$ cat src/design/atsc_pkg.sv
package atsc_pkg;

	// ***************
	// Register map
	// ***************
	localparam logic [7:0] ATSC_CTRL_OFS = 8'h00;
	localparam logic [7:0] ATSC_STAT_OFS = 8'h04;
	localparam logic [7:0] ATSC_MASK_OFS = 8'h08;
	localparam logic [7:0] ATSC_EVENT_OFS = 8'h0C;
	localparam logic [7:0] ATSC_RESULT_OFS = 8'h10;
	localparam logic [7:0] ATSC_BUFLO_OFS = 8'h14;
	localparam logic [7:0] ATSC_BUFHI_OFS = 8'h18;

	// ***************
	// Control field positions
	// ***************
	localparam int ATSC_AUTOSCAN_ENABLE_BIT = 15;
	localparam int ATSC_LP_BIT = 14;
	localparam int ATSC_CHG_BIT = 13;
	localparam int ATSC_REF_BIT = 12;
	localparam int ATSC_IRQ_LSB = 8;
	localparam int ATSC_WM_LSB = 2;
	localparam int ATSC_CM_LSB = 0;
	localparam logic [15:0] ATSC_CTRL_WMASK = 16'hF30F;
	localparam logic [15:0] ATSC_CTRL_RST = 16'h0000;

	// ***************
	// Status bits
	// ***************
	localparam int ATSC_ST_IRQ = 0;
	localparam int ATSC_ST_MATCH = 1;
	localparam int ATSC_ST_STORE = 2;
	localparam int ATSC_ST_DONE = 3;
	localparam int ATSC_ST_W = 4;

	localparam int ATSC_RES_W = 12;

	typedef enum logic [1:0] {
		ATSC_IRQ_DONE_MATCH = 2'b11,
		ATSC_IRQ_MATCH = 2'b10,
		ATSC_IRQ_DONE = 2'b01,
		ATSC_IRQ_NONE = 2'b00
	} atsc_irq_sel_t;

	typedef enum logic [1:0] {
		ATSC_WM_RSVD = 2'b11,
		ATSC_WM_COMPARE = 2'b10,
		ATSC_WM_SAVE = 2'b01,
		ATSC_WM_LEGACY = 2'b00
	} atsc_wm_t;

	typedef enum logic [1:0] {
		ATSC_CM_OUTSIDE = 2'b11,
		ATSC_CM_INSIDE = 2'b10,
		ATSC_CM_GREATER = 2'b01,
		ATSC_CM_LESS = 2'b00
	} atsc_cm_t;

	// Bit-for-bit control layout; reserved fields held at 0 by the mask
	typedef struct packed {
		logic autoscan_enable;
		logic low_power_select;
		logic charge_unit_request;
		logic reference_request;
		logic [1:0] reserved_hi;
		atsc_irq_sel_t scan_irq_select;
		logic [3:0] reserved_lo;
		atsc_wm_t result_write_mode;
		atsc_cm_t match_compare_mode;
	} atsc_ctrl_t;

	typedef struct packed {
		logic [ATSC_RES_W-1:0] value;
		logic [ATSC_RES_W-1:0] buf_lo;
		logic [ATSC_RES_W-1:0] buf_hi;
	} atsc_cmp_in_t;

endpackage

$ cat src/design/atsc_compare.sv
module atsc_compare
	import atsc_pkg::*;
#(
	parameter int W = ATSC_RES_W
) (
	input wire logic [W-1:0] value, // Conversion result
	input wire logic [W-1:0] buf_lo, // Buffer value, window low
	input wire logic [W-1:0] buf_hi, // Pair partner, window high
	input wire atsc_cm_t mode, // Compare mode
	output logic match // Valid match
);

	logic in_window;

	always_comb begin
		in_window = (value >= buf_lo) && (value <= buf_hi);
		case (mode)
			ATSC_CM_INSIDE: match = in_window;
			ATSC_CM_OUTSIDE: match = !in_window;
			ATSC_CM_GREATER: match = value > buf_lo;
			ATSC_CM_LESS: match = value < buf_lo;
			default: match = 1'b0;
		endcase
	end

endmodule

$ cat src/design/atsc_ctrl.sv
module atsc_ctrl
	import atsc_pkg::*;
(
	input wire logic sys_clk, // 25 MHz clock
	input wire logic rst, // Synchronous reset, high
	input wire logic psel, // APB select
	input wire logic penable, // APB enable
	input wire logic pwrite, // APB direction
	input wire logic [7:0] paddr, // APB byte address
	input wire logic [31:0] pwdata, // APB write data
	output logic [31:0] prdata, // APB read data
	output logic pready, // APB ready
	output logic pslverr, // APB error
	input wire logic adc_enabled, // Converter on
	input wire logic adc_active, // Converter busy
	input wire logic conv_done, // One-cycle result strobe
	input wire logic [ATSC_RES_W-1:0] conv_result, // Result value
	input wire logic scan_end, // One-cycle scan-complete strobe
	output logic low_power, // Reduced-power mode
	output logic charge_unit_en, // Charge unit enable
	output logic reference_en, // Band-gap enable
	output logic store_strobe, // Write result to buffer
	output logic [ATSC_RES_W-1:0] store_data, // Result to store
	output logic irq // Level interrupt
);

	// ***************
	// State
	// ***************
	atsc_ctrl_t ctrl, next_ctrl;
	logic [ATSC_ST_W-1:0] stat, next_stat;
	logic [ATSC_ST_W-1:0] mask, next_mask;
	logic [ATSC_RES_W-1:0] buf_lo, next_buf_lo;
	logic [ATSC_RES_W-1:0] buf_hi, next_buf_hi;
	logic [ATSC_RES_W-1:0] last_res, next_last_res;
	logic seen_match, next_seen_match;
	logic [31:0] next_prdata;
	logic next_pready, next_pslverr;
	logic next_low_power, next_charge_unit_en, next_reference_en;
	logic next_store_strobe, next_irq;
	logic [ATSC_RES_W-1:0] next_store_data;
	logic match;
	logic [ATSC_ST_W-1:0] ev;
	logic wr, rd, hit, scan_irq;
	atsc_cmp_in_t cmp;

	function automatic logic is_mapped(input logic [7:0] a);
		is_mapped = (a == ATSC_CTRL_OFS) || (a == ATSC_STAT_OFS) ||
			(a == ATSC_MASK_OFS) || (a == ATSC_EVENT_OFS) ||
			(a == ATSC_RESULT_OFS) || (a == ATSC_BUFLO_OFS) ||
			(a == ATSC_BUFHI_OFS);
	endfunction

	assign cmp = '{value: conv_result, buf_lo: buf_lo, buf_hi: buf_hi};

	atsc_compare #(
		.W(ATSC_RES_W)
	) u_cmp (
		.value(cmp.value),
		.buf_lo(cmp.buf_lo),
		.buf_hi(cmp.buf_hi),
		.mode(ctrl.match_compare_mode),
		.match(match)
	);

	// ***************
	// Next-state logic
	// ***************
	always_comb begin
		// ***************
		// Bus decode
		// ***************
		// Write lands at the edge that sees the access cycle's pready
		wr = psel && penable && pwrite && pready;
		rd = psel && !penable;
		hit = is_mapped(paddr);
		next_ctrl = ctrl;
		next_mask = mask;
		next_buf_lo = buf_lo;
		next_buf_hi = buf_hi;
		next_last_res = last_res;
		next_seen_match = seen_match;
		next_store_strobe = 1'b0;
		next_store_data = store_data;
		ev = '0;
		scan_irq = 1'b0;

		if (ctrl.autoscan_enable && conv_done) begin
			if (match) begin
				ev[ATSC_ST_MATCH] = 1'b1;
				next_seen_match = 1'b1;
			end
			// Reserved mode stores nothing so the buffer stays intact
			case (ctrl.result_write_mode)
				ATSC_WM_LEGACY: next_store_strobe = 1'b1;
				ATSC_WM_SAVE: next_store_strobe = match;
				ATSC_WM_COMPARE: next_store_strobe = 1'b0;
				default: next_store_strobe = 1'b0;
			endcase
			if (next_store_strobe) begin
				next_store_data = conv_result;
				next_last_res = conv_result;
				ev[ATSC_ST_STORE] = 1'b1;
			end
		end else if (conv_done) begin
			// Scan off: every result kept, as in legacy mode
			next_store_strobe = 1'b1;
			next_store_data = conv_result;
			next_last_res = conv_result;
			ev[ATSC_ST_STORE] = 1'b1;
		end

		if (ctrl.autoscan_enable) begin
			case (ctrl.scan_irq_select)
				ATSC_IRQ_DONE_MATCH:
					scan_irq = scan_end && next_seen_match;
				ATSC_IRQ_MATCH: scan_irq = ev[ATSC_ST_MATCH];
				ATSC_IRQ_DONE: scan_irq = scan_end;
				default: scan_irq = 1'b0;
			endcase
		end
		ev[ATSC_ST_IRQ] = scan_irq;
		ev[ATSC_ST_DONE] = scan_end;
		// Match memory restarts with each scan
		if (scan_end) begin
			next_seen_match = 1'b0;
		end

		// Set wins over a same-cycle write-one-to-clear
		next_stat = stat;
		if (wr && paddr == ATSC_STAT_OFS) begin
			next_stat = stat & ~pwdata[ATSC_ST_W-1:0];
		end
		next_stat = next_stat | ev;

		if (wr) begin
			case (paddr)
				ATSC_CTRL_OFS:
					next_ctrl = atsc_ctrl_t'(pwdata[15:0] & ATSC_CTRL_WMASK);
				ATSC_MASK_OFS: next_mask = pwdata[ATSC_ST_W-1:0];
				ATSC_BUFLO_OFS: next_buf_lo = pwdata[ATSC_RES_W-1:0];
				ATSC_BUFHI_OFS: next_buf_hi = pwdata[ATSC_RES_W-1:0];
				default: ;
			endcase
		end

		next_prdata = prdata;
		if (rd) begin
			case (paddr)
				ATSC_CTRL_OFS: next_prdata = {16'h0000, 16'(ctrl)};
				ATSC_STAT_OFS: next_prdata = 32'(stat);
				ATSC_MASK_OFS: next_prdata = 32'(mask);
				ATSC_EVENT_OFS: next_prdata = 32'(stat & mask);
				ATSC_RESULT_OFS: next_prdata = 32'(last_res);
				ATSC_BUFLO_OFS: next_prdata = 32'(buf_lo);
				ATSC_BUFHI_OFS: next_prdata = 32'(buf_hi);
				default: next_prdata = 32'h00000000;
			endcase
		end
		next_pready = psel && !penable;
		next_pslverr = psel && !penable && !hit;

		// ***************
		// Outputs
		// ***************
		next_low_power = ctrl.low_power_select;
		next_charge_unit_en = ctrl.charge_unit_request &&
			adc_enabled && adc_active;
		next_reference_en = ctrl.reference_request &&
			adc_enabled && adc_active;
		next_irq = |(next_stat & next_mask);
	end

	// ***************
	// Registers
	// ***************
	always_ff @(posedge sys_clk) begin
		if (rst) begin
			ctrl <= atsc_ctrl_t'(ATSC_CTRL_RST);
			stat <= '0;
			mask <= '0;
			buf_lo <= '0;
			buf_hi <= '0;
			last_res <= '0;
			seen_match <= 1'b0;
			prdata <= 32'h00000000;
			pready <= 1'b0;
			pslverr <= 1'b0;
			low_power <= 1'b0;
			charge_unit_en <= 1'b0;
			reference_en <= 1'b0;
			store_strobe <= 1'b0;
			store_data <= '0;
			irq <= 1'b0;
		end else begin
			ctrl <= next_ctrl;
			stat <= next_stat;
			mask <= next_mask;
			buf_lo <= next_buf_lo;
			buf_hi <= next_buf_hi;
			last_res <= next_last_res;
			seen_match <= next_seen_match;
			prdata <= next_prdata;
			pready <= next_pready;
			pslverr <= next_pslverr;
			low_power <= next_low_power;
			charge_unit_en <= next_charge_unit_en;
			reference_en <= next_reference_en;
			store_strobe <= next_store_strobe;
			store_data <= next_store_data;
			irq <= next_irq;
		end
	end

endmodule

$ cat config.mk
export PLATFORM = sky130hd
export DESIGN_NAME = atsc_ctrl
export DESIGN_NICKNAME = d
export VERILOG_FILES = /design/src/design/atsc_pkg.sv /design/src/design/atsc_compare.sv /design/src/design/atsc_ctrl.sv
export SDC_FILE = /design/constraint.sdc
export NUM_CORES = 1
export LEC_CHECK = 0
export ABC_AREA = 1
export BUFFER_PORTS_ARGS = -buffer_cell sky130_fd_sc_hd__buf_2
export CAP_MARGIN = 5
export CORE_MARGIN = 2
export CORE_UTILIZATION = 40
export CTS_BUF_LIST = sky130_fd_sc_hd__clkbuf_4 sky130_fd_sc_hd__clkbuf_8 sky130_fd_sc_hd__clkbuf_16
export CTS_CLUSTER_DIAMETER = 30
export DETAILED_ROUTE_END_ITERATION = 8
export GPL_TIMING_DRIVEN = 0
export HOLD_SLACK_MARGIN = 0.06
export PLACE_DENSITY_LB_ADDON = 0.12
export SYNTH_ARGS = -nofsm -noshare
export SYNTH_HDL_FRONTEND = slang
export SYNTH_SLANG_ARGS = --single-unit
$ cat constraint.sdc
create_clock -name sys_clk -period 2.2 [get_ports sys_clk]
set_clock_uncertainty 0.1 [all_clocks]
set_input_delay 0.55 -clock sys_clk [delete_from_list [all_inputs] [get_ports sys_clk]]
set_output_delay 0.55 -clock sys_clk [all_outputs]
set_load 0.1 [all_outputs]
==> impl_metrics.tcl <==
set metrics [dict create \
    synthFlopType "dfxtp_1" \
    synth-xor-area-share_pct 0 \
    drive_gt1_share_pct 30.9 \
    fin_nets 740 \
    synth-edff-count 0 \
    wl_met3_um 809 \
    vdd_drop_max_mv 0.349 \
    async_reset_ff_share_pct 0 \
    period_share_pct 100 \
    fp.dieH_um 106 \
    root_buffer "clkbuf_8" \
    synthAdderAreaFrac_pct 7.27 \
    final.setup.worst_slack_ns -0.00518 \
    cts_buffer_depth 2 \
    gp_congestion 0.883 \
    start_util_pct 40.5 \
    final_cell_count_no_fill 796 \
    rsz0062_at_grt "true" \
    power_density_mw_per_mm2 600 \
    drtIter0Drc 176 \
    critPathSlowestCell "dfxtp_1" \
    clk_latency_ns 0.36 \
    grtUsageTotal_pct 22.3 \
    synth_top_family_by_area "simple AND/OR/NAND/NOR gates" \
    cts_made_buffers 9 \
    path_delay_family "simple AND/OR/NAND/NOR gates" \
    slew_violations 0 \
    cp_max_fo 10 \
    synth_cell_types 38 \
    overflow 0 \
    vias 3967 \
    required_ns 2.36 \
    ys_seq_elements 78 \
    syn_area_per_cell_um2 7.49 \
    placedCellCount 780 \
    fp-row-count 37 \
    worstMarginPinSlew_ns 0.661 \
    violations "negative setup slack" \
    clk_pin_slew_ns 0.08 \
    wl_met2_um 5980 \
    synth_commonest_cells "nand2_1, dfxtp_1, inv_1" \
    antenna_found_initial 0 \
    syn_to_final_growth_pct 24.2 \
    hold_violations 0 \
    synth_most_common_cell "nand2_1" \
    n_fill_cell 1033 \
    yosysSeqAreaShare_pct 37.8 \
    synth_top_area_cell "dfxtp_1" \
    die_width_um 106 \
    fmax_ghz 0.453 \
    grt_pass1_wl_um 19100 \
    finalWirelength_um 12300 \
    hp-class "primary input to flop" \
    io_pins 112 \
    path_cells "inv_1 > ha_1 > nand2_2 > nor2_4 > inv_2 > nor2_4 > nand2_2 > nand3_1 > nand3_1 > nand2_1 > inv_2 > nand4_2 > nand3_2 > nand2_4 > inv_4 > buf_12 > nor2_2 > nor2_1" \
    status "complete, but fails checks" \
    synth_mux_area_share_pct 0 \
    netlist.area_leader.share_pct 37.8 \
    dr.max_layer_used "met4" \
    worstPathArrival_ns 2.37 \
    wl_per_cell_um 15.4 \
    crit_path_start_kind "flop" \
    drc 0 \
    finish.utilization_pct 50.4 \
    cpPeakStageDelay_ns 0.31 \
    p_leak_nw 2.20 \
    synth-compound-area-share_pct 19.2 \
    critPathKind "flop to flop" \
    dieArea_mm2 0.0111 \
    io_buffers 78 \
    diodes 0 \
    htree_num_levels 3 \
    grt_max_degree 14 \
    endpoint_kind "flop" \
    dp_hpwl_um 9490 \
    maxCapViolations 0 \
    worst-path-buf-inv 5 \
    maxSlewHeadroom_pct 55.9 \
    grt_pass1_vias 3860 \
    via_per_inst 4.98 \
    cts_tree "yes" \
    post_cts_buffers 0 \
    met1_length_um 5200 \
    synth_area_leaders "dfxtp_1, nand2_1, a21oi_1" \
    power_w 0.00308 \
    syn_inst 551 \
    setup_viol 4 \
    firstDrtPassIters 5 \
    finalCriticalPeriod_ns 2.21 \
    antenna_left 0 \
    core_mm2 0.0102 \
    yosysWarnings 0 \
    yosys.area_share.simple_pct 23.3 \
    synth_area_mm2 0.00413 \
    cts.sinks 78 \
]
-- cell families after synthesis --
kind of cell,count (synthesis)
and+or+nand+nor,195
AOI/OAI and AO/OA,143
buffers and inverters,110
DFF,78
adders and majority gates,24
other,1
-- report_power, final --
part	internal [W]	switching [W]
combinational	0.000147	0.000476
sequential	0.00144	0.0000193
clock	0.000453	0.000547
total	0.00204	0.00104
-- area by class of cell --
| cell class | count | area [um^2] | area share [%] |
|---|---|---|---|
| Clock buffer | 11 | 145 | 2.83 |
| Inverter | 75 | 284 | 5.54 |
| Multi-Input combinational cell | 378 | 2310 | 45.1 |
| Sequential cell | 78 | 1570 | 30.5 |
| Clock inverter | 5 | 35.0 | 0.683 |
| Tap cell | 136 | 170 | 3.32 |
| Timing Repair Buffer | 78 | 390 | 7.61 |
| Buffer | 35 | 224 | 4.37 |
-- state kept, by name, indices dropped and copies added (netlist names) --
signal / cells
next_low_power: 1
store_strobe: 1
low_power: 1
last_res: 12
ctrl: 9
pready: 1
prdata: 16
buf_lo: 12
pslverr: 1
reference_en: 1
mask: 4
irq: 1
buf_hi: 12
charge_unit_en: 1
seen_match: 1
stat: 4
-- routing by layer --
metal	vias to the layer above	GRT usage, %
li1	1995	-
met1	1817	28.0
met2	133	37.4
met3	22	3.71
met4	0	10.3
met5	-	0
-- stage by stage --
stage	cell area, um^2	TNS (ns)	setup slack, ns	hold slack (ns)
after floorplan	4190	0	0.0434	0.325
after global placement	4750	-6.28	-0.363	0.343
after detailed placement	4750	-6.83	-0.349	0.345
after CTS	5000	-0.0192	-0.0109	0.269
after global routing	5130	-1.32	-0.136	0.289
final	5130	-0.0134	-0.00518	0.287
-- cell usage in the layout (no fill, tap or decap), types with 10 or more instances in the layout --
cell type   n
nand2_1    85
buf_2      79
dfxtp_1    74
a21oi_1    58
inv_1      56
nor2_1     44
o21ai_0    40
inv_2      18
buf_4      17
conb_1     16
clkbuf_1   15
ha_1       15
nor2_2     13
o21ai_1    13
nand2_2    12
clkbuf_8   10
-- worst paths after layout --
check / start / slack [ns] / depth (start not counted) / to
worst max-delay path: buf_lo[4]$_SDFFE_PP0P_ / -0.005 / 18 / last_res[8]$_SDFFE_PP0P_
worst min-delay path: scan_end / 0.29 / 2 / seen_match$_SDFF_PP0_
worst max register to register: buf_lo[4]$_SDFFE_PP0P_ / -0.005 / 18 / last_res[8]$_SDFFE_PP0P_
worst min register to register: ctrl[13]$_SDFFE_PP0P_ / 0.35 / 2 / charge_unit_en$_SDFF_PP0_
-- worst register-to-register path, cell delays in order (launching register included) --
cell and delay (ns):
dfxtp_1 0.31, inv_1 0.06, ha_1 0.30, nand2_2 0.07, nor2_4 0.15, inv_2 0.06, nor2_4 0.08, nand2_2 0.09
nand3_1 0.08, nand3_1 0.06, nand2_1 0.07, inv_2 0.05, nand4_2 0.07, nand3_2 0.10, nand2_4 0.12, inv_4 0.06
buf_12 0.14, nor2_2 0.09, nor2_1 0.05
-- what timing repair did --
action                                  CTS  global route
endpoints found under the setup margin   12            14
hold buffers                              0             0
pin swaps                                 5             8
resized for setup                        14            26
Note: power is estimated with default switching activity, not from simulation.
